### src/hw/ppw_pkg.sv
package ppw_pkg;
	// Register word byte addresses
	localparam logic [7:0] ADDR_CTRL     = 8'h00;
	localparam logic [7:0] ADDR_PERIOD   = 8'h04;
	localparam logic [7:0] ADDR_PHASE    = 8'h08;
	localparam logic [7:0] ADDR_DUTY     = 8'h0c;
	localparam logic [7:0] ADDR_DEAD     = 8'h10;
	localparam logic [7:0] ADDR_STEER    = 8'h14;
	localparam logic [7:0] ADDR_SRC      = 8'h18;
	localparam logic [7:0] ADDR_STATUS   = 8'h1c;
	localparam logic [7:0] ADDR_FRAC     = 8'h20;
	// Control fields
	localparam int CTRL_EN     = 0;
	localparam int CTRL_LD     = 1;
	localparam int CTRL_3PH    = 2;
	localparam int CTRL_MODBIT = 3;
	localparam int CTRL_VARF   = 4;
	localparam int CTRL_SDCLR  = 5;
	localparam int CTRL_W      = 6;
	// Source select fields
	localparam int SRC_PER_LSB  = 0;
	localparam int SRC_RISE_LSB = 4;
	localparam int SRC_FALL_LSB = 8;
	localparam int SRC_MOD_LSB  = 12;
	localparam int SRC_MODEN    = 15;
	localparam int SRC_SD_LSB   = 16;
	localparam int SRC_W        = 20;
	// Steering control 1 fields
	localparam int STR_HSM = 6;
	localparam int STR_LSM = 7;
	localparam int CNT_W   = 16;
	localparam int DB_W    = 8;
	localparam int FRAC_W  = 4;
	localparam logic [CNT_W-1:0] PERIOD_RST = 16'hffff;
	localparam logic [CNT_W-1:0] DUTY_RST   = 16'h0000;
	localparam logic [31:0] BAD_READ = 32'h00000000;
endpackage : ppw_pkg

### src/hw/ppw_event_src.sv
`timescale 1ns/1ps
// One event: timed counter match OR-ed with selected asynchronous inputs
module ppw_event_src (
	input  wire logic                        clk_sys,   // System clock
	input  wire logic                        reset,     // Async reset
	input  wire logic [3:0]                  sel,       // Source enables
	input  wire logic                        match,     // Time-base match
	input  wire logic                        pin_in,    // External pin
	input  wire logic                        cmp1,      // Comparator 1
	input  wire logic                        cmp2,      // Comparator 2
	output logic                             evt        // Rising-edge event
);
	logic [2:0] prev_q;
	wire  [2:0] lvl = {cmp2, cmp1, pin_in};
	wire  [2:0] rise = lvl & ~prev_q;
	// Async sources fire on their rising edge only, not while held
	assign evt = (sel[0] & match) | (|(sel[3:1] & rise));
	always_ff @(posedge clk_sys or posedge reset) begin
		if (reset)
			prev_q <= 3'h0;
		else
			prev_q <= lvl;
	end
endmodule : ppw_event_src

### src/hw/ppw_core.sv
// Implementation choices: register access over APB and the register offsets.
`timescale 1ns/1ps
// How it works
// - Period event sets frequency, rising event starts pulse, falling ends it.
// - Each event type uses a software-selected mix of timed and async sources.
// - Async sources come from an input pin or comparator outputs.
// - Timed events come from the internally clocked time-base counter.
// - Active pulse gated by control bit, comparator, capture/compare, or pin.
// - Selectable dead time keeps complementary switches from both being on.
// - Variable-frequency mode adds a fractional period accumulator.
// - Shutdown input or any synced comparator, as selected, stops outputs.
// - In three-phase mode only one high and one low output are active.
// - Three-phase mode applies no dead band.
// - A/B, C/D, E/F are phase 1, 2, 3 high/low pairs.
// - Steering 01,02,04,08,10,20h select AD, AF, CF, CB, EB, ED.
// - Several steering bits set: lowest set bit wins.
// - High-side modulation enable switches high output by rise/fall events.
// - Low-side modulation enable switches low output by rise/fall events.
// - Both enables clear: selected outputs take rising state and hold.
// - Rising event drives modulated outputs active; falling drives inactive.
// - While disabled, buffered register writes go straight to active copy.
// - While enabled, load bit copies all buffers at next period, then clears.
module ppw_core (
	input  wire logic        clk_sys,                 // 25 MHz clock
	input  wire logic        reset,                   // Async reset
	input  wire logic        psel,                    // APB select
	input  wire logic        penable,                 // APB enable
	input  wire logic        pwrite,                  // APB direction
	input  wire logic [7:0]  paddr,                   // APB address
	input  wire logic [31:0] pwdata,                  // APB write data
	output logic      [31:0] prdata,                  // APB read data
	output logic             pready,                  // APB ready
	output logic             pslverr,                 // APB error
	input  wire logic        shutdown_input_pin,      // Shutdown / event pin
	input  wire logic        comparator1_synced_out,  // Comparator 1
	input  wire logic        comparator2_synced_out,  // Comparator 2
	input  wire logic        comparator3_synced_out,  // Comparator 3
	input  wire logic        capture_compare_output,  // CAPTURE_COMPARE_OUTPUT gate source
	input  wire logic        mod_input_pin,           // Gate input pin
	output logic             out_a,                   // Phase 1 high
	output logic             out_b,                   // Phase 1 low
	output logic             out_c,                   // Phase 2 high
	output logic             out_d,                   // Phase 2 low
	output logic             out_e,                   // Phase 3 high
	output logic             out_f                    // Phase 3 low
);
	localparam int CW = ppw_pkg::CNT_W;
	localparam int DW = ppw_pkg::DB_W;
	localparam int FW = ppw_pkg::FRAC_W;

	// Control and source registers
	logic [ppw_pkg::CTRL_W-1:0] ctrl_q;
	logic [ppw_pkg::SRC_W-1:0]  src_q;
	// Software-side copies of buffered registers
	logic [CW-1:0] per_w_q, pha_w_q, dut_w_q;
	logic [DW-1:0] dbr_w_q, dbf_w_q;
	logic [7:0]    str_w_q;
	logic [FW-1:0] frc_w_q;
	// Active copies
	logic [CW-1:0] per_q, pha_q, dut_q;
	logic [DW-1:0] dbr_q, dbf_q;
	logic [7:0]    str_q;
	logic [FW-1:0] frc_q;
	logic [CW-1:0] cnt_q;
	logic [FW:0]   acc_q;
	logic          pulse_q, sd_q;
	logic [DW-1:0] dr_q, df_q;
	logic          h_q, l_q;
	logic [31:0]   rd_mux;

	// APB decode: zero-wait, answer in access phase
	wire acc   = psel & penable;
	wire wr    = acc & pwrite;
	wire en    = ctrl_q[ppw_pkg::CTRL_EN];
	wire hit_c = paddr == ppw_pkg::ADDR_CTRL;
	wire hit_p = paddr == ppw_pkg::ADDR_PERIOD;
	wire hit_h = paddr == ppw_pkg::ADDR_PHASE;
	wire hit_d = paddr == ppw_pkg::ADDR_DUTY;
	wire hit_b = paddr == ppw_pkg::ADDR_DEAD;
	wire hit_s = paddr == ppw_pkg::ADDR_STEER;
	wire hit_r = paddr == ppw_pkg::ADDR_SRC;
	wire hit_t = paddr == ppw_pkg::ADDR_STATUS;
	wire hit_f = paddr == ppw_pkg::ADDR_FRAC;
	wire mapped = hit_c | hit_p | hit_h | hit_d | hit_b | hit_s | hit_r
		| hit_t | hit_f;

	// Time base and events
	wire m_per  = cnt_q >= per_q;
	wire m_rise = cnt_q == pha_q;
	wire m_fall = cnt_q == dut_q;
	wire e_per, e_rise, e_fall;
	ppw_event_src u_per (
		.clk_sys (clk_sys),
		.reset   (reset),
		.sel     (src_q[ppw_pkg::SRC_PER_LSB +: 4]),
		.match   (m_per & ~acc_q[FW]),
		.pin_in  (shutdown_input_pin),
		.cmp1    (comparator1_synced_out),
		.cmp2    (comparator2_synced_out),
		.evt     (e_per)
	);
	ppw_event_src u_rise (
		.clk_sys (clk_sys),
		.reset   (reset),
		.sel     (src_q[ppw_pkg::SRC_RISE_LSB +: 4]),
		.match   (m_rise),
		.pin_in  (shutdown_input_pin),
		.cmp1    (comparator1_synced_out),
		.cmp2    (comparator2_synced_out),
		.evt     (e_rise)
	);
	ppw_event_src u_fall (
		.clk_sys (clk_sys),
		.reset   (reset),
		.sel     (src_q[ppw_pkg::SRC_FALL_LSB +: 4]),
		.match   (m_fall),
		.pin_in  (shutdown_input_pin),
		.cmp1    (comparator1_synced_out),
		.cmp2    (comparator2_synced_out),
		.evt     (e_fall)
	);

	// Fraction overflow stretches a period by one count
	wire [FW:0] acc_nx = {1'b0, acc_q[FW-1:0]} + {1'b0, frc_q};
	wire varf = ctrl_q[ppw_pkg::CTRL_VARF];

	// Buffer load on period event while enabled
	wire ld_now = en & e_per & ctrl_q[ppw_pkg::CTRL_LD];
	wire direct = wr & ~en;

	// Pulse state: fall after rise in the same cycle wins inactive
	wire pulse_d = e_fall ? 1'b0 : (e_rise ? 1'b1 : pulse_q);

	// Modulation gate source
	wire [1:0] msel = src_q[ppw_pkg::SRC_MOD_LSB +: 2];
	wire gate_src = (msel == 2'h0) ? ctrl_q[ppw_pkg::CTRL_MODBIT] :
		(msel == 2'h1) ? comparator1_synced_out :
		(msel == 2'h2) ? capture_compare_output : mod_input_pin;
	wire gate = ~src_q[ppw_pkg::SRC_MODEN] | gate_src;
	wire act = pulse_q & gate;

	// Auto-shutdown triggers
	wire [3:0] sd_in = {comparator3_synced_out, comparator2_synced_out,
		comparator1_synced_out, shutdown_input_pin};
	wire sd_trig = |(sd_in & src_q[ppw_pkg::SRC_SD_LSB +: 4]);

	// Three-phase steering: isolate lowest set bit
	wire [5:0] st = str_q[5:0];
	wire [5:0] lsb = st & (~st + 6'h01);
	// High outputs {e,c,a}, low outputs {f,d,b}
	wire [2:0] hsel = {lsb[4] | lsb[5], lsb[2] | lsb[3],
		lsb[0] | lsb[1]};
	wire [2:0] lsel = {lsb[1] | lsb[2], lsb[0] | lsb[5],
		lsb[3] | lsb[4]};
	wire hsm = str_q[ppw_pkg::STR_HSM];
	wire lsm = str_q[ppw_pkg::STR_LSM];
	// Unmodulated side holds rising-edge (active) state
	wire hon = hsm ? act : 1'b1;
	wire lon = lsm ? act : 1'b1;
	wire tri_ph = ctrl_q[ppw_pkg::CTRL_3PH];

	// Dead time: delayed turn-on of each complementary side
	wire h_c = act;
	wire l_c = ~act;
	// Delay counts from the turn-on cycle itself, so no one-cycle glitch
	wire [DW-1:0] h_rem = (h_c & ~h_q) ? dbr_q : dr_q;
	wire [DW-1:0] l_rem = (l_c & ~l_q) ? dbf_q : df_q;
	wire h_dt = h_c & (h_rem == '0);
	wire l_dt = l_c & (l_rem == '0);

	wire run = en & ~sd_q;
	// Next output values; three-phase bypasses dead band
	wire [5:0] o3 = {lsel[2] & lon, hsel[2] & hon, lsel[1] & lon,
		hsel[1] & hon, lsel[0] & lon, hsel[0] & hon};
	wire [5:0] o2 = {4'h0, l_dt, h_dt};
	wire [5:0] onx = ~run ? 6'h00 : (tri_ph ? o3 : o2);

	always_ff @(posedge clk_sys or posedge reset) begin
		if (reset) begin
			ctrl_q  <= '0;
			src_q   <= '0;
			per_w_q <= ppw_pkg::PERIOD_RST;
			pha_w_q <= ppw_pkg::DUTY_RST;
			dut_w_q <= ppw_pkg::DUTY_RST;
			dbr_w_q <= '0;
			dbf_w_q <= '0;
			str_w_q <= '0;
			frc_w_q <= '0;
		end else begin
			if (wr & hit_c)
				ctrl_q <= pwdata[ppw_pkg::CTRL_W-1:0];
			else if (ld_now)
				ctrl_q[ppw_pkg::CTRL_LD] <= 1'b0;
			if (wr & hit_r)
				src_q <= pwdata[ppw_pkg::SRC_W-1:0];
			if (wr & hit_p)
				per_w_q <= pwdata[CW-1:0];
			if (wr & hit_h)
				pha_w_q <= pwdata[CW-1:0];
			if (wr & hit_d)
				dut_w_q <= pwdata[CW-1:0];
			if (wr & hit_b) begin
				dbr_w_q <= pwdata[DW-1:0];
				dbf_w_q <= pwdata[2*DW-1:DW];
			end
			if (wr & hit_s)
				str_w_q <= pwdata[7:0];
			if (wr & hit_f)
				frc_w_q <= pwdata[FW-1:0];
		end
	end

	always_ff @(posedge clk_sys or posedge reset) begin
		if (reset) begin
			per_q <= ppw_pkg::PERIOD_RST;
			pha_q <= ppw_pkg::DUTY_RST;
			dut_q <= ppw_pkg::DUTY_RST;
			dbr_q <= '0;
			dbf_q <= '0;
			str_q <= '0;
			frc_q <= '0;
		end else if (ld_now) begin
			per_q <= per_w_q;
			pha_q <= pha_w_q;
			dut_q <= dut_w_q;
			dbr_q <= dbr_w_q;
			dbf_q <= dbf_w_q;
			str_q <= str_w_q;
			frc_q <= frc_w_q;
		end else if (direct) begin
			if (hit_p)
				per_q <= pwdata[CW-1:0];
			if (hit_h)
				pha_q <= pwdata[CW-1:0];
			if (hit_d)
				dut_q <= pwdata[CW-1:0];
			if (hit_b) begin
				dbr_q <= pwdata[DW-1:0];
				dbf_q <= pwdata[2*DW-1:DW];
			end
			if (hit_s)
				str_q <= pwdata[7:0];
			if (hit_f)
				frc_q <= pwdata[FW-1:0];
		end
	end

	// Time base, pulse, shutdown
	always_ff @(posedge clk_sys or posedge reset) begin
		if (reset) begin
			cnt_q   <= '0;
			acc_q   <= '0;
			pulse_q <= 1'b0;
			sd_q    <= 1'b0;
		end else if (!en) begin
			cnt_q   <= '0;
			acc_q   <= '0;
			pulse_q <= 1'b0;
			sd_q    <= 1'b0;
		end else begin
			if (e_per) begin
				cnt_q <= '0;
				if (varf)
					acc_q <= acc_nx;
				else
					acc_q <= '0;
			end else begin
				cnt_q <= cnt_q + 1'b1;
				if (m_per)
					acc_q[FW] <= 1'b0;
			end
			pulse_q <= pulse_d;
			// Shutdown sticks until software clears; trigger wins
			if (sd_trig)
				sd_q <= 1'b1;
			else if (wr & hit_c & pwdata[ppw_pkg::CTRL_SDCLR])
				sd_q <= 1'b0;
		end
	end

	// Dead-time counters restart on each opposite transition
	always_ff @(posedge clk_sys or posedge reset) begin
		if (reset) begin
			dr_q <= '0;
			df_q <= '0;
			h_q  <= 1'b0;
			l_q  <= 1'b0;
		end else begin
			h_q <= h_c;
			l_q <= l_c;
			dr_q <= (h_rem != '0) ? h_rem - 1'b1 : '0;
			df_q <= (l_rem != '0) ? l_rem - 1'b1 : '0;
		end
	end

	always_ff @(posedge clk_sys or posedge reset) begin
		if (reset)
			{out_f, out_e, out_d, out_c, out_b, out_a} <= 6'h00;
		else
			{out_f, out_e, out_d, out_c, out_b, out_a} <= onx;
	end

	// APB answer registered in setup phase, ready next cycle
	always_ff @(posedge clk_sys or posedge reset) begin
		if (reset) begin
			prdata  <= '0;
			pready  <= 1'b0;
			pslverr <= 1'b0;
		end else begin
			pready  <= psel & ~penable;
			pslverr <= psel & ~penable & ~mapped;
			if (psel & ~penable & ~pwrite)
				prdata <= rd_mux;
		end
	end

	always_comb begin
		rd_mux = ppw_pkg::BAD_READ;
		if (hit_c)
			rd_mux = {26'h0, ctrl_q};
		if (hit_p)
			rd_mux = {16'h0, per_w_q};
		if (hit_h)
			rd_mux = {16'h0, pha_w_q};
		if (hit_d)
			rd_mux = {16'h0, dut_w_q};
		if (hit_b)
			rd_mux = {16'h0, dbf_w_q, dbr_w_q};
		if (hit_s)
			rd_mux = {24'h0, str_w_q};
		if (hit_r)
			rd_mux = {12'h0, src_q};
		if (hit_f)
			rd_mux = {28'h0, frc_w_q};
		if (hit_t)
			rd_mux = {sd_q, pulse_q, 14'h0, cnt_q};
	end
endmodule : ppw_core

### config.mk
export PLATFORM = sky130hd
export DESIGN_NAME = ppw_core
export DESIGN_NICKNAME = d
export VERILOG_FILES = /design/src/hw/ppw_pkg.sv /design/src/hw/ppw_event_src.sv /design/src/hw/ppw_core.sv
export SDC_FILE = /design/constraint.sdc
export NUM_CORES = 1
export LEC_CHECK = 0
export BUFFER_PORTS_ARGS = -buffer_cell sky130_fd_sc_hd__clkbuf_2
export CORE_ASPECT_RATIO = 1.5
export CORE_MARGIN = 1
export CORE_UTILIZATION = 40
export DETAILED_ROUTE_END_ITERATION = 12
export MAX_ROUTING_LAYER = met4
export PLACE_DENSITY_LB_ADDON = 0.05
export SETUP_SLACK_MARGIN = 0.05
export SLEW_MARGIN = 0
export SYNTH_ARGS = -nofsm -noshare
export SYNTH_HDL_FRONTEND = slang
export SYNTH_SLANG_ARGS = --single-unit
### constraint.sdc
create_clock -name clk_sys -period 10.35 [get_ports clk_sys]
set_input_delay 0.5175 -clock clk_sys [delete_from_list [all_inputs] [get_ports clk_sys]]
set_output_delay 0.5175 -clock clk_sys [all_outputs]
set_load 0.005 [all_outputs]
==> results of run 1 <==
## flip-flops by register name, summed over array words and instances, names as in the netlist, 3 cells and up
signal	count
str_w_q	8
dr_q	8
ctrl_q	6
dut_q	16
dbf_q	8
per_w_q	16
frc_q	4
acc_q	5
dbr_w_q	8
pha_w_q	16
u_fall.prev_q	3
pha_q	16
dbr_q	8
dbf_w_q	8
frc_w_q	4
src_q	20
per_q	16
df_q	8
cnt_q	16
dut_w_q	16
str_q	8
prdata	22
## worst max-delay path by stage
stage            endpoint  depth (start not counted)
6_report        dut_q[10]                          9
5_1_grt             out_a                          8
4_1_cts         dut_q[10]                          9
3_5_place_dp   dbf_w_q[1]                          6
3_3_place_gp   dbr_w_q[1]                          6
2_1_floorplan    acc_q[0]                          1
## logic make-up after synthesis
| logic type | count (synthesis) | share of synthesized area [%] |
|---|---|---|
| buffers and inverters | 95 | 3.276 |
| AO/OA/AOI/OAI | 144 | 7.170 |
| adder cells (fa/ha/maj) | 26 | 2.526 |
| AND/OR/NAND/NOR | 274 | 10.53 |
| XOR/XNOR | 66 | 4.387 |
| flip-flops | 252 | 48.17 |
| multiplexers | 275 | 23.91 |
| other | 1 | 0.02846 |
## metrics by stage
step / hold WS (ns) / total power, uW
2_1_floorplan: 0.4453 / 1238
3_3_place_gp: 0.4587 / 1309
3_5_place_dp: 0.4701 / 1312
4_1_cts: 0.08611 / 2339
5_1_grt: 0.08958 / 2410
6_report: 0.04922 / 2309
## Yosys cell counts (8+ instances only)
cell                       number  area, um2
sky130_fd_sc_hd__nand4_1       10      62.56
sky130_fd_sc_hd__nor2b_1        9      56.30
sky130_fd_sc_hd__clkbuf_1      44      165.2
sky130_fd_sc_hd__mux2_1         8      90.09
sky130_fd_sc_hd__mux2_2       236       2658
sky130_fd_sc_hd__mux2i_1       23      230.2
sky130_fd_sc_hd__ha_1          25      312.8
sky130_fd_sc_hd__a221oi_1      13      113.9
sky130_fd_sc_hd__dfstp_2       32      840.8
sky130_fd_sc_hd__buf_2          9      45.04
sky130_fd_sc_hd__a31oi_1       12      75.07
sky130_fd_sc_hd__and3_1        25      156.4
sky130_fd_sc_hd__dfrtp_1      220       5505
sky130_fd_sc_hd__nor2_1        74      277.8
sky130_fd_sc_hd__inv_1         24      90.09
sky130_fd_sc_hd__nor4_1        10      62.56
sky130_fd_sc_hd__a21oi_1       20      100.1
sky130_fd_sc_hd__nand2_1       77      289.0
sky130_fd_sc_hd__nand3_1       23      115.1
sky130_fd_sc_hd__nor3_1        14      70.07
sky130_fd_sc_hd__xnor2_1       48      420.4
sky130_fd_sc_hd__buf_4         10      75.07
sky130_fd_sc_hd__xor2_1        18      157.7
sky130_fd_sc_hd__a22oi_1       15      112.6
sky130_fd_sc_hd__o21ai_0       41      205.2
sky130_fd_sc_hd__a211oi_1       8      60.06
sky130_fd_sc_hd__nand2b_1      10      62.56
## routing by layer
metal  vias up  track usage, %  share of wire, %
li1       4142               -                 -
met1      4451           29.59                44
met2       155           38.53                50
met3        45           2.008               2.6
met4         0           6.973               2.7
met5         -               -                 0
## layout make-up
class | instances | share of cell area [%]
well taps | 415 | 3.510
clock inverters | 6 | 0.3976
flip-flops and latches | 252 | 42.90
multi-input cells | 795 | 43.54
clock buffers | 46 | 5.947
inverters | 24 | 0.6598
repair buffers | 81 | 3.045
## power groups by stage
| stage | Clock [uW] | Sequential, uW | Combinational (uW) |
|---|---|---|---|
| floorplan | 0 | 1080 | 159 |
| global route | 1090 | 1080 | 247 |
| finish | 1020 | 1070 | 217 |
| global placement | 0 | 1090 | 219 |
| detailed placement | 0 | 1090 | 222 |
| CTS | 1040 | 1070 | 222 |
## critical path, delay by kind of cell (launching register included)
| family | cells | cell delay, ns |
|---|---|---|
| compound gates | 3 | 0.76 |
| fa+ha+maj | 1 | 0.31 |
| buf+inv | 2 | 0.68 |
| flops | 1 | 0.53 |
| mux | 1 | 0.41 |
| simple gates | 2 | 0.71 |
==> run summary, run 1 <==
The analysis attributes to cell leakage a power of 0.007013 uW. The area of all sequential standard cells came out at 6346 um2. The worst register-to-register path has a setup slack of 6.79 ns.

The first routing iteration left 436 violations. The detailed-route vias per instance is 5.431. The average size of a mapped cell came out at 11.63 um2.

TritonCTS built the clock tree. The maximum clock skew at final layout came out at 0.01443 ns. The first element of the critical path is per_q[7].

The layout has 3118 filler cells. The floorplan die width came out at 150.2 um. The cts-stage hold buffer count is 0. The number of cells on the worst reg-to-reg path is 9. The number of warning messages in the yosys log came out at 0. The number of antenna violations at the first check in global routing came out at 0. The kind of end point of the critical path is a flip-flop. The worst register-to-register path begins at per_q[7]. The finished layout holds 1619 standard cells, fillers aside. The instance count of the mapped netlist came out at 1133. Among all flip-flop cells after synthesis, the most frequent one is sky130_fd_sc_hd__dfrtp_1. The number of cells upsized or downsized after cts came out at 0. The relative contribution of the clock network to total power is 44.2%. Setup repair after global routing left no endpoint under its margin. The worst slack at placement came out at 6.608 ns. The summed negative setup slack over all endpoints came out at 0 ns. The area after detailed placement came out at 13850 um2. The number of enable flip-flop cells after synthesis is 0. The post-synthesis to final-layout area growth is 12.27%. The post-route minimum period is 3.563 ns. The number of nets at the end of the flow came out at 1259. The half-perimeter wire length after placement came out at 25.43 mm. The initial standard-cell utilization of the core is 40.50%.

The part of the power in combinational logic came out at 9.4%. The total number of H-tree levels came out at 1. The share of post-route cells with drive strength above 1 came out at 34.88%. The final global-route overflow total is 0.

The hold violation total from the final report is 0. Cells fill 45.47% of the core in the end. Sequential elements use 48.17% of the synthesized area. Leaving out fill and tap cells, the most frequent cell in the layout is sky130_fd_sc_hd__mux2_2. The floorplan step defined a core boundary enclosing 32530 um2. In this run the worst hold path is classified as primary input to async pin.

The minimum setup slack in the final design is 6.787 ns. The final instance area is 14790 um2. Along the worst path, the maximum fanout reaches 49. Traced cell by cell, the critical path runs through inv_1, ha_1, a21oi_1, nand2_1, nor3_1, a2111oi_2, o211ai_1, buf_4, mux2_2. Setup violations remaining at the end of the flow were counted as 0.

The number of cells in the design after placement came out at 1567. On the worst path, the slowest cell contributes a delay of 0.64 ns. The count of antenna diodes in the layout came out at 0. The tree is rooted in a sky130_fd_sc_hd__clkbuf_16.

The synthesized netlist occupies a cell area of 13180 um2. Clock-pin slew was measured on the worst setup and hold paths at 0.07 ns. The worst relative slew slack came out at 23.81%. The die covers 33680 um2. The total of max-cap violations is 0. In the synthesized netlist the async set-or-reset flop fraction comes to 100.0%.

The global router's overall resource usage is 23.06%. The cell-internal power is 1727 uW. The global placer's final weighted congestion came out at 0.8081. The floorplan die height came out at 224.3 um. The number of global-route vias before repair is 8911. The switching share of power came out at 25.23%.

The maximum frequency from static timing analysis is 0.2807 GHz. The pre-antenna-repair detailed-routing pass consisted of 5 iterations. The worst setup path is launched from a flip-flop. The clock sink count came out at 252. In this run the power spent charging and discharging nets is 582.7 uW. STA puts the critical path data arrival time at 4.00 ns. During I/O placement, the number of pins put on the boundary was 91. The maximum number of buffers from clock root to sink is 3. The worst-skew pair later-pin latency is 0.56 ns. In the layout the commonest cells are sky130_fd_sc_hd__mux2_2 (236), sky130_fd_sc_hd__dfrtp_1 (220), sky130_fd_sc_hd__nand2_1 (77), sky130_fd_sc_hd__nor2_1 (73), sky130_fd_sc_hd__clkbuf_2 (68). The count of input and output buffers came out at 68.

The total setup buffers inserted after CTS came out at 0. The total routed wirelength came out at 36.40 mm. The share of total power dissipated in sequential elements is 46.4%. The largest vdd supply drop came out at 0.1366 mV. The number of routed nets with antenna violations came out at 0. The endpoint identified for the worst register-to-register timing path is dut_q[10]. The wire length of the first global-routing pass came out at 55.94 mm.

The final number of max-transition violations came out at 0. The number of synthesized register bits is 252. The number of unique standard cell types used by synthesis came out at 64. For this design, the slowest cell found on the critical path is sky130_fd_sc_hd__buf_4. The data required time of the critical path is 10.78 ns.

The flow ran to the end, and the final reports show no timing, DRC or antenna violations. The final routed DRC violation total is 0. For this design the ratio of total power to cell area is 156.1 nW/um2. Dividing the final minimum period by the clock period gives 34.42%. The number of vias after detailed routing came out at 8793. The multi-input combinational cells in the finished layout cover a total of 6440 um2. In the final routed layout, each cell accounts on average for 22.49 um. The number of clock buffers inserted by TritonCTS is 28. The maximum number of pins on one net before global-route repair is 144. The slew at the pin closest to its max-slew limit is 1.140 ns. In this run the core area contains 81 standard-cell rows. The worst setup path is of the flip-flop to flip-flop kind.
Power figures use the tool's default switching activity.
==> run 2: changes to the inputs <==
==> constraint.sdc (replaced) <==
create_clock -name clk_sys -period 3.3 [get_ports clk_sys]
set_input_delay 0.165 -clock clk_sys [delete_from_list [all_inputs] [get_ports clk_sys]]
set_output_delay 0.165 -clock clk_sys [all_outputs]
set_load 0.005 [all_outputs]
==> run 2 against run 1 <==
  * First-iteration DRC count shrank 15%
  * Sequential share of layout area shrank 1.5 points
  * Flip-flop and latch count is the same
  * Core utilization grew 1.6 points
  * Clock skew grew 0.013 ns
  * Global-route usage grew 1.2 points
  * Die area is the same
  * Combinational power grew to 3.3 times the previous value
  * Via count grew 3.2%
==> run summary, run 2 (synthesis gave the netlist of run 1 again) <==
The run finished with clean final reports. The final instance area was 15320 um2 (+3.6%). The number of primary I/O pins came out at 91 (unchanged). The slew at the pin closest to its max-slew limit is 1.159 ns (+0.01918 ns). The area enclosed by the die boundary came out at 33680 um2 (unchanged). The number of placement rows came to 81 (unchanged). The count of input and output buffers came out at 68 (unchanged). The power per cell area is 486.5 nW/um2 (+210%).

The area after detailed placement is 14220 um2 (+2.7%). The number of clock buffers inserted by TritonCTS came to 27 (-3.6%). The data required time of the critical path is 3.72 ns (-7.06 ns).

TritonCTS built the clock tree. The number of vias after detailed routing is 9071 (+3.2%). The maximum clock skew at final layout is 0.02761 ns (+0.01318 ns).

The clock-pin slew on the worst setup and hold paths is 0.06 ns (about the same). The part of the cycle the worst path needs came out at 91.11% (+57 points). The biggest fanout along the worst timing path came out at 18 (-63%). The largest registers in the layout are prdata: 22 flops, src_q: 20 flops. The count of antenna diodes in the layout came out at 0 (unchanged).

The final number of max-transition violations came out at 0 (unchanged). Setup repair after global routing left no endpoint under its margin. The maximum number of pins on one net before global-route repair is 68 (-53%).

The global placer's final weighted congestion came out at 0.8054 (-0.33%). The detailed-route vias per instance is 5.442 (+0.19%). The floorplan die height came to 224.3 um (unchanged). The clock sink count is 252 (unchanged). The root buffer cell chosen for the clock tree is sky130_fd_sc_hd__clkbuf_16. The number of antenna violations at the first check in global routing came to 0 (unchanged).

The final global-route overflow total is 0 (unchanged). The post-route minimum period is 3.006 ns (-0.5561 ns). The half-perimeter wire length after placement is 27.30 mm (+7.4%). The total of max-cap violations came out at 0 (unchanged). The largest vdd supply drop is 0.4373 mV (+220%). The total routed wirelength came to 38.11 mm (+4.7%). The final routed DRC violation total is 0 (unchanged). The initial standard-cell utilization of the core was 40.50% (unchanged).

The total iterations of the first detailed-routing run came out at 5 (unchanged). The floorplan die width is 150.2 um (unchanged). The overall power after layout came out at 7452 uW (+220%).

The post-synthesis to final-layout area growth came out at 16.26%. STA classifies the critical path startpoint as a flip-flop. The maximum frequency from static timing analysis was 0.3326 GHz (+18%). The maximum number of buffers from clock root to sink is 3 (unchanged). The classification of the worst-slack hold path is primary input to flip-flop.

The DRC marker count from the first detailed-route iteration came out at 372 (-15%). The number of routed nets with antenna violations is 0 (unchanged). The library cell used most frequently in the layout, excluding fill and tap cells, is sky130_fd_sc_hd__mux2_2. The wire length per cell after detailed routing is 22.86 um (+1.7%).

The total setup buffers inserted after CTS is 0 (unchanged). The setup violation total in the final timing report came out at 0 (unchanged). The hold violation total from the final report is 0 (unchanged).

In the layout the commonest cells are sky130_fd_sc_hd__mux2_2 (236), sky130_fd_sc_hd__dfrtp_1 (220), sky130_fd_sc_hd__nand2_1 (77), sky130_fd_sc_hd__nor2_1 (73), sky130_fd_sc_hd__clkbuf_2 (68). The worst relative slew slack is 22.71% (-1.1 points). Counting flops per register, the top entry is prdata. The number of nets at the end of the flow was 1309 (+4.0%). The core region area came to 32530 um2 (unchanged). The share of post-route cells with drive strength above 1 was 37.14% (+2.3 points).

The number of global-route vias before repair is 9355 (+5.0%). The global router's overall resource usage is 24.22% (+1.2 points). The worst-skew pair later-pin latency is 0.56 ns (about the same). The leakage power figure came out at 0.007297 uW (+4.0%). The worst setup path is captured at a flip-flop.

The wire length of the first global-routing pass came out at 58.66 mm (+4.9%). By startpoint and endpoint, the worst setup path is classified as flip-flop to flip-flop. The number of flip-flops under the largest register name is 22 (unchanged).

The worst hold-check slack came to 0.03852 ns (-0.01070 ns). The summed negative setup slack over all endpoints is 0 ns (unchanged). The arrival time of data at the critical path endpoint came to 3.43 ns (-0.57 ns). The total number of H-tree levels is 1 (unchanged).
run 2: cell types whose count changed in the layout (fill, tap and decap cells not counted):
cell | before | now
sky130_fd_sc_hd__buf_4 | 12 | 46
sky130_fd_sc_hd__dlygate4sd3_1 | 0 | 11
sky130_fd_sc_hd__clkbuf_1 | 8 | 0
sky130_fd_sc_hd__buf_12 | 1 | 7
sky130_fd_sc_hd__clkinvlp_4 | 0 | 5
sky130_fd_sc_hd__bufinv_16 | 1 | 5
sky130_fd_sc_hd__clkbuf_16 | 29 | 27
sky130_fd_sc_hd__clkbuf_8 | 9 | 7
sky130_fd_sc_hd__clkinv_2 | 4 | 6
sky130_fd_sc_hd__clkinv_4 | 1 | 0
sky130_fd_sc_hd__inv_8 | 1 | 0
run 2: stage by stage:
step / setup slack [ns] / utilization, % / instances
after global routing: 0.1252 / 47.08 / 1667
after global placement: 0.2732 / 43.73 / 1607
after detailed placement: 0.2843 / 43.73 / 1607
final: 0.2935 / 47.08 / 1667
after CTS: 0.2645 / 47.08 / 1667
after floorplan: -0.1545 / - / 1142
run 2: where the power goes:
part	switching (uW)	internal [uW]	total, uW
clock network	1330	2040	3370
logic	404	310	714
registers	127	3240	3370
total	1860	5590	7450
run 2: worst paths after layout:
path | start | cells after the start | endpoint | slack, ns
min | pwdata[15] | 2 | src_q[15] | 0.04
max reg2reg | per_q[13] | 11 | dut_q[8] | 0.29
min in group asynchronous | reset | 3 | prdata[19] | 0.35
max in group asynchronous | reset | 4 | per_q[9] | 2.01
min reg2reg | prdata[16] | 2 | prdata[16] | 0.48
max | per_q[13] | 11 | dut_q[8] | 0.29
run 2: final cells by class:
type / count / area [um2]
tap: 415 / 519.2
multi-input combinational: 795 / 6440
clock buffer: 34 / 772.0
inverter: 24 / 93.84
clock inverter: 15 / 210.2
sequential: 252 / 6346
timing repair buffer: 132 / 935.9
fill: 3099 / 17220
run 2: layer usage:
layer / part of all wire (%) / GRT usage [%] / vias up
li1: - / - / 4242
met1: 43 / 30.01 / 4626
met2: 51 / 41.17 / 154
met3: 3.0 / 2.495 / 49
met4: 2.8 / 7.755 / 0
met5: 0 / - / -
run 2: critical path, cell delays in order, from the launching register on:
cell	delay (ns)
sky130_fd_sc_hd__dfstp_2	0.53
sky130_fd_sc_hd__inv_1	0.05
sky130_fd_sc_hd__ha_1	0.28
sky130_fd_sc_hd__a21oi_1	0.06
sky130_fd_sc_hd__o21ai_0	0.30
sky130_fd_sc_hd__nor3_1	0.10
sky130_fd_sc_hd__buf_4	0.16
sky130_fd_sc_hd__a2111oi_2	0.43
sky130_fd_sc_hd__o211ai_1	0.23
sky130_fd_sc_hd__buf_4	0.26
sky130_fd_sc_hd__buf_12	0.15
sky130_fd_sc_hd__mux2_1	0.31
run 2: timing repair:
item                                   4_1_cts  5_1_grt
endpoints found under the hold margin       43        0
hold buffers                                11        0
gates resized for setup                      0        0
==> run 3: changes to the inputs <==
--- a/config.mk
+++ b/config.mk
@@ -16,4 +16,5 @@
 export SLEW_MARGIN = 0
 export SYNTH_ARGS = -nofsm -noshare
 export SYNTH_HDL_FRONTEND = slang
+export SYNTH_HIERARCHICAL = 1
 export SYNTH_SLANG_ARGS = --single-unit
==> run 3 against run 2 <==
  * Register-to-register slack worse by 0.03 ns
  * Hold slack better by 0.018 ns
  * Flip-flop and latch count is 6 higher
  * Clock skew is 0.016 ns lower
  * Synthesized cell count is 11% higher
  * Combinational power is 14% higher
  * Die area is 1.3% higher
  * Largest cell class is now flip-flops and latches
==> run summary, run 3 <==
The depth of the worst register-to-register path came out at 11 (unchanged). The data required time of the critical path came out at 3.71 ns (about the same). The part of the cycle the worst path needs came out at 91.87% (+0.77 points). The power per cell area came out at 477.1 nW/um2 (-1.9%). The worst setup path is launched from a flip-flop. The total routed wirelength came to 39.90 mm (+4.7%).

The total of max-cap violations came out at 0 (unchanged). The share of synthesized area occupied by flip-flops and latches is 48.65% (+0.48 points). The DRC marker count from the first detailed-route iteration is 411 (+10%). The leakage power figure is 0.006636 uW (-9.1%).

Grouping stages by cell kind, the critical path spends the most delay in compound AO/OA/AOI/OAI gates. The fraction of synthesized cell area taken by the top area cell type is 42.35% (+0.57 points). The top cell types in the final layout, fill and taps aside, are sky130_fd_sc_hd__dfrtp_1 (226), sky130_fd_sc_hd__nand2_1 (145), sky130_fd_sc_hd__mux2_2 (108), sky130_fd_sc_hd__mux2i_1 (95), sky130_fd_sc_hd__o21ai_0 (86). On the critical path, the stage with the largest delay is an instance of sky130_fd_sc_hd__dfstp_2. The relative contribution of the clock network to total power came out at 41.1% (-4.1 points). The most used flip-flop cell after synthesis is sky130_fd_sc_hd__dfrtp_1. The cell type contributing the most total cell area after synthesis is sky130_fd_sc_hd__dfrtp_1. The filler cell count came out at 3124 (+0.81%). The number of synthesized register bits came out at 258 (+2.4%). The wire length of the first global-routing pass was 61.67 mm (+5.1%).

The instance count of the mapped netlist is 1258 (+11%). The floorplan die width came out at 151.2 um (+0.66%). The area of all sequential standard cells came to 6496 um2 (+2.4%). The start point of the worst min-delay path is pwdata[13]. The register share of total power is 47.7% (+2.5 points). The most frequent cell after synthesis is sky130_fd_sc_hd__dfrtp_1. The maximum number of buffers from clock root to sink is 3 (unchanged). The largest incremental delay on the critical path is 0.54 ns (about the same). The fraction of registers with async set or reset after synthesis is 100.0% (unchanged). The detailed-route vias per instance was 5.524 (+1.5%).

The core region area came to 32740 um2 (+0.62%). The biggest fanout along the worst timing path is 53 (+35). The signal on the critical path passes through inv_1, ha_1, nand4_1, nor2_1, o21ai_0, a31o_2, a21oi_1, a211o_1, and3_4, buf_12, o21ai_0. The final global-route overflow total came out at 0 (unchanged). The number of instances on the worst hold path is 3 (+1). The total iterations of the first detailed-routing run came out at 5 (unchanged). Yosys attributes the largest share of cell area to sky130_fd_sc_hd__dfrtp_1 (42%), sky130_fd_sc_hd__mux2_2 (9.1%), sky130_fd_sc_hd__mux2i_1 (7.1%). The initial standard-cell utilization of the core is 40.79% (+0.29 points). Leaving out fill and tap cells, the most frequent cell in the layout is sky130_fd_sc_hd__dfrtp_1. The area enclosed by the die boundary is 34130 um2 (+1.3%). The number of antenna violations at the first check in global routing came out at 0 (unchanged).

The summed negative setup slack over all endpoints is 0 ns (unchanged). The worst hold path terminates at per_q[13]. The area growth from synthesis to layout is 13.78%. The commonest cells after synthesis are sky130_fd_sc_hd__dfrtp_1 (226), sky130_fd_sc_hd__nand2_1 (145), sky130_fd_sc_hd__mux2_2 (108).

The number of vias after detailed routing is 9734 (+7.3%). The number of cells in the design after placement was 1704 (+6.0%). The largest register by flop count is prdata. The switching share of power is 26.05% (+1.1 points). The wire length per cell after detailed routing came out at 22.64 um (-0.95%). The number of warning messages in the yosys log is 6 (+6). The cell-internal power came out at 5360 uW (-4.1%). The floorplan die height came out at 225.8 um (+0.67%).

The synthesized cell area came out at 13350 um2 (+1.3%). The half-perimeter wire length after placement came out at 28.48 mm (+4.3%). The number of routed nets with antenna violations came out at 0 (unchanged).

The setup violation total in the final timing report is 0 (unchanged). In this run the worst hold path is classified as primary input to flip-flop. The total setup buffers inserted after CTS came to 0 (unchanged). The root buffer cell chosen for the clock tree is sky130_fd_sc_hd__clkbuf_16.

The post-route minimum period came to 3.032 ns (+0.02528 ns). The maximum number of pins on one net before global-route repair came out at 93 (+37%). The number of clock buffers inserted by TritonCTS is 27 (unchanged). The number of enable flip-flop cells after synthesis was 0 (unchanged). The number of placement rows is 81 (unchanged). TritonCTS built the clock tree. The global router's overall resource usage came out at 25.17% (+0.95 points).

The maximum clock skew at final layout is 0.01185 ns (-0.01576 ns). The arrival time of data at the critical path endpoint came out at 3.44 ns (about the same). In this run the critical register-to-register path is captured at pha_q[12]. The largest registers in the layout are prdata: 22 flops, src_q: 20 flops. The reg-to-reg startpoint is per_q[15].

The total number of H-tree levels is 1 (unchanged). The sum of buffers and inverters on the critical path is 2 (-2). The internal reg-to-reg setup slack is 0.27 ns (-0.03 ns). The final routed DRC violation total came to 0 (unchanged). The global placer's final weighted congestion was 0.8284 (+2.9%).

Setup repair after global routing left no endpoint under its margin. The number of flip-flops under the largest register name is 22 (unchanged). The count of input and output buffers came out at 68 (unchanged). The switching component of the power came to 1888 uW (+1.4%). Among the stages of the critical path, the cell type that occurs most often is sky130_fd_sc_hd__o21ai_0.

The average size of a mapped cell is 10.61 um2 (-8.7%). The clock-pin slew on the worst setup and hold paths came out at 0.06 ns (about the same). The filler-free cell count of the finished design came out at 1762 (+5.7%).

The flow ran to the end, and the final reports show no timing, DRC or antenna violations. The largest vdd supply drop is 0.4367 mV (-0.14%). The worst relative slew slack came out at 48.23% (+26 points).

The maximum frequency from static timing analysis is 0.3298 GHz (-0.83%). The final number of max-transition violations is 0 (unchanged). The clock sink count came to 258 (+2.4%). The number of primary I/O pins came out at 91 (unchanged). The number of unique standard cell types used by synthesis came to 74 (+16%). The worst-skew pair later-pin latency came out at 0.55 ns (about the same). The number of global-route vias before repair is 9982 (+6.7%). The hold violation total from the final report came out at 0 (unchanged). The share of post-route cells with drive strength above 1 is 23.70% (-13 points). The number of nets at the end of the flow is 1405 (+7.3%). The worst setup path is of the flip-flop to flip-flop kind.

The slew at the pin closest to its max-slew limit is 0.7749 ns (-0.3844 ns). The total area of multi-input combinational cells is 6295 um2 (-2.3%). The worst setup path is captured at a flip-flop. The part of the power in combinational logic is 11.3% (+1.7 points).
[run 3: power by group through the flow]
stage	Sequential, uW	Clock, uW	Combinational, uW
2_1_floorplan	3470	0	587
3_3_place_gp	3510	0	812
3_5_place_dp	3510	0	825
4_1_cts	3460	3070	835
5_1_grt	3470	3180	924
6_report	3460	2980	816
[run 3: layer usage]
metal | vias to the layer above | GRT usage, % | wire (um)
met5 | - | - | 0
met4 | 0 | 10.26 | 1653
met3 | 72 | 2.485 | 1286
met2 | 202 | 42.07 | 20200
met1 | 4867 | 30.89 | 16760
li1 | 4593 | - | -
[run 3: worst max path at each step]
stage / startpoint / slack (ns) / to / cells after the start
final: per_q[15] / 0.27 / pha_q[12] / 11
after global routing: per_q[15] / 0.1 / pha_q[12] / 11
after CTS: per_q[15] / 0.23 / pha_q[12] / 11
after detailed placement: per_q[15] / 0.25 / pha_q[12] / 11
after global placement: per_q[15] / 0.30 / pha_q[14] / 11
after floorplan: reset / -0.11 / acc_q[0] / 1
[run 3: worst reg2reg max path, cell delays in order, from the launching register on]
cell                      delay (ns)
sky130_fd_sc_hd__dfstp_2        0.54
sky130_fd_sc_hd__inv_1          0.04
sky130_fd_sc_hd__ha_1           0.29
sky130_fd_sc_hd__nand4_1        0.17
sky130_fd_sc_hd__nor2_1         0.20
sky130_fd_sc_hd__o21ai_0        0.12
sky130_fd_sc_hd__a31o_2         0.25
sky130_fd_sc_hd__a21oi_1        0.25
sky130_fd_sc_hd__a211o_1        0.19
sky130_fd_sc_hd__and3_4         0.41
sky130_fd_sc_hd__buf_12         0.27
sky130_fd_sc_hd__o21ai_0        0.16
[run 3: final cells by class]
class | count | share of cell area, %
antenna | 1 | 0.01647
clock buffer | 42 | 5.411
clock inverter | 5 | 0.1894
inverter | 42 | 1.062
multi-input combinational | 874 | 41.43
sequential | 258 | 42.76
tap | 415 | 3.418
timing repair buffer | 125 | 5.715
[run 3: logic make-up after synthesis]
| group | Yosys count | synth area share [%] |
|---|---|---|
| and+or+nand+nor | 335 | 12.80 |
| DFF | 258 | 48.65 |
| AOI/OAI and AO/OA | 240 | 11.26 |
| muxes | 204 | 16.40 |
| buffers and inverters | 135 | 4.498 |
| xor gates and xnor gates | 59 | 3.870 |
| adders and majority gates | 26 | 2.493 |
| other | 1 | 0.02808 |
[run 3: timing repair]
action / CTS / global route
hold buffers: 10 / 0
gates resized for setup: 0 / 0
hold endpoints to repair: 43 / 0
[run 3: metrics by stage]
step	util [%]	cell area [um2]	worst slack, ns	total power (uW)	hold slack [ns]
final	46.41	15190	0.2682	7248	0.05685
after global routing	46.41	15190	0.09957	7575	0.07599
after CTS	46.41	15190	0.2330	7359	0.02999
after detailed placement	43.50	14240	0.2534	4335	0.1857
after global placement	43.50	14240	0.3035	4323	0.1870
after floorplan	-	13390	-0.1126	4056	-0.08136
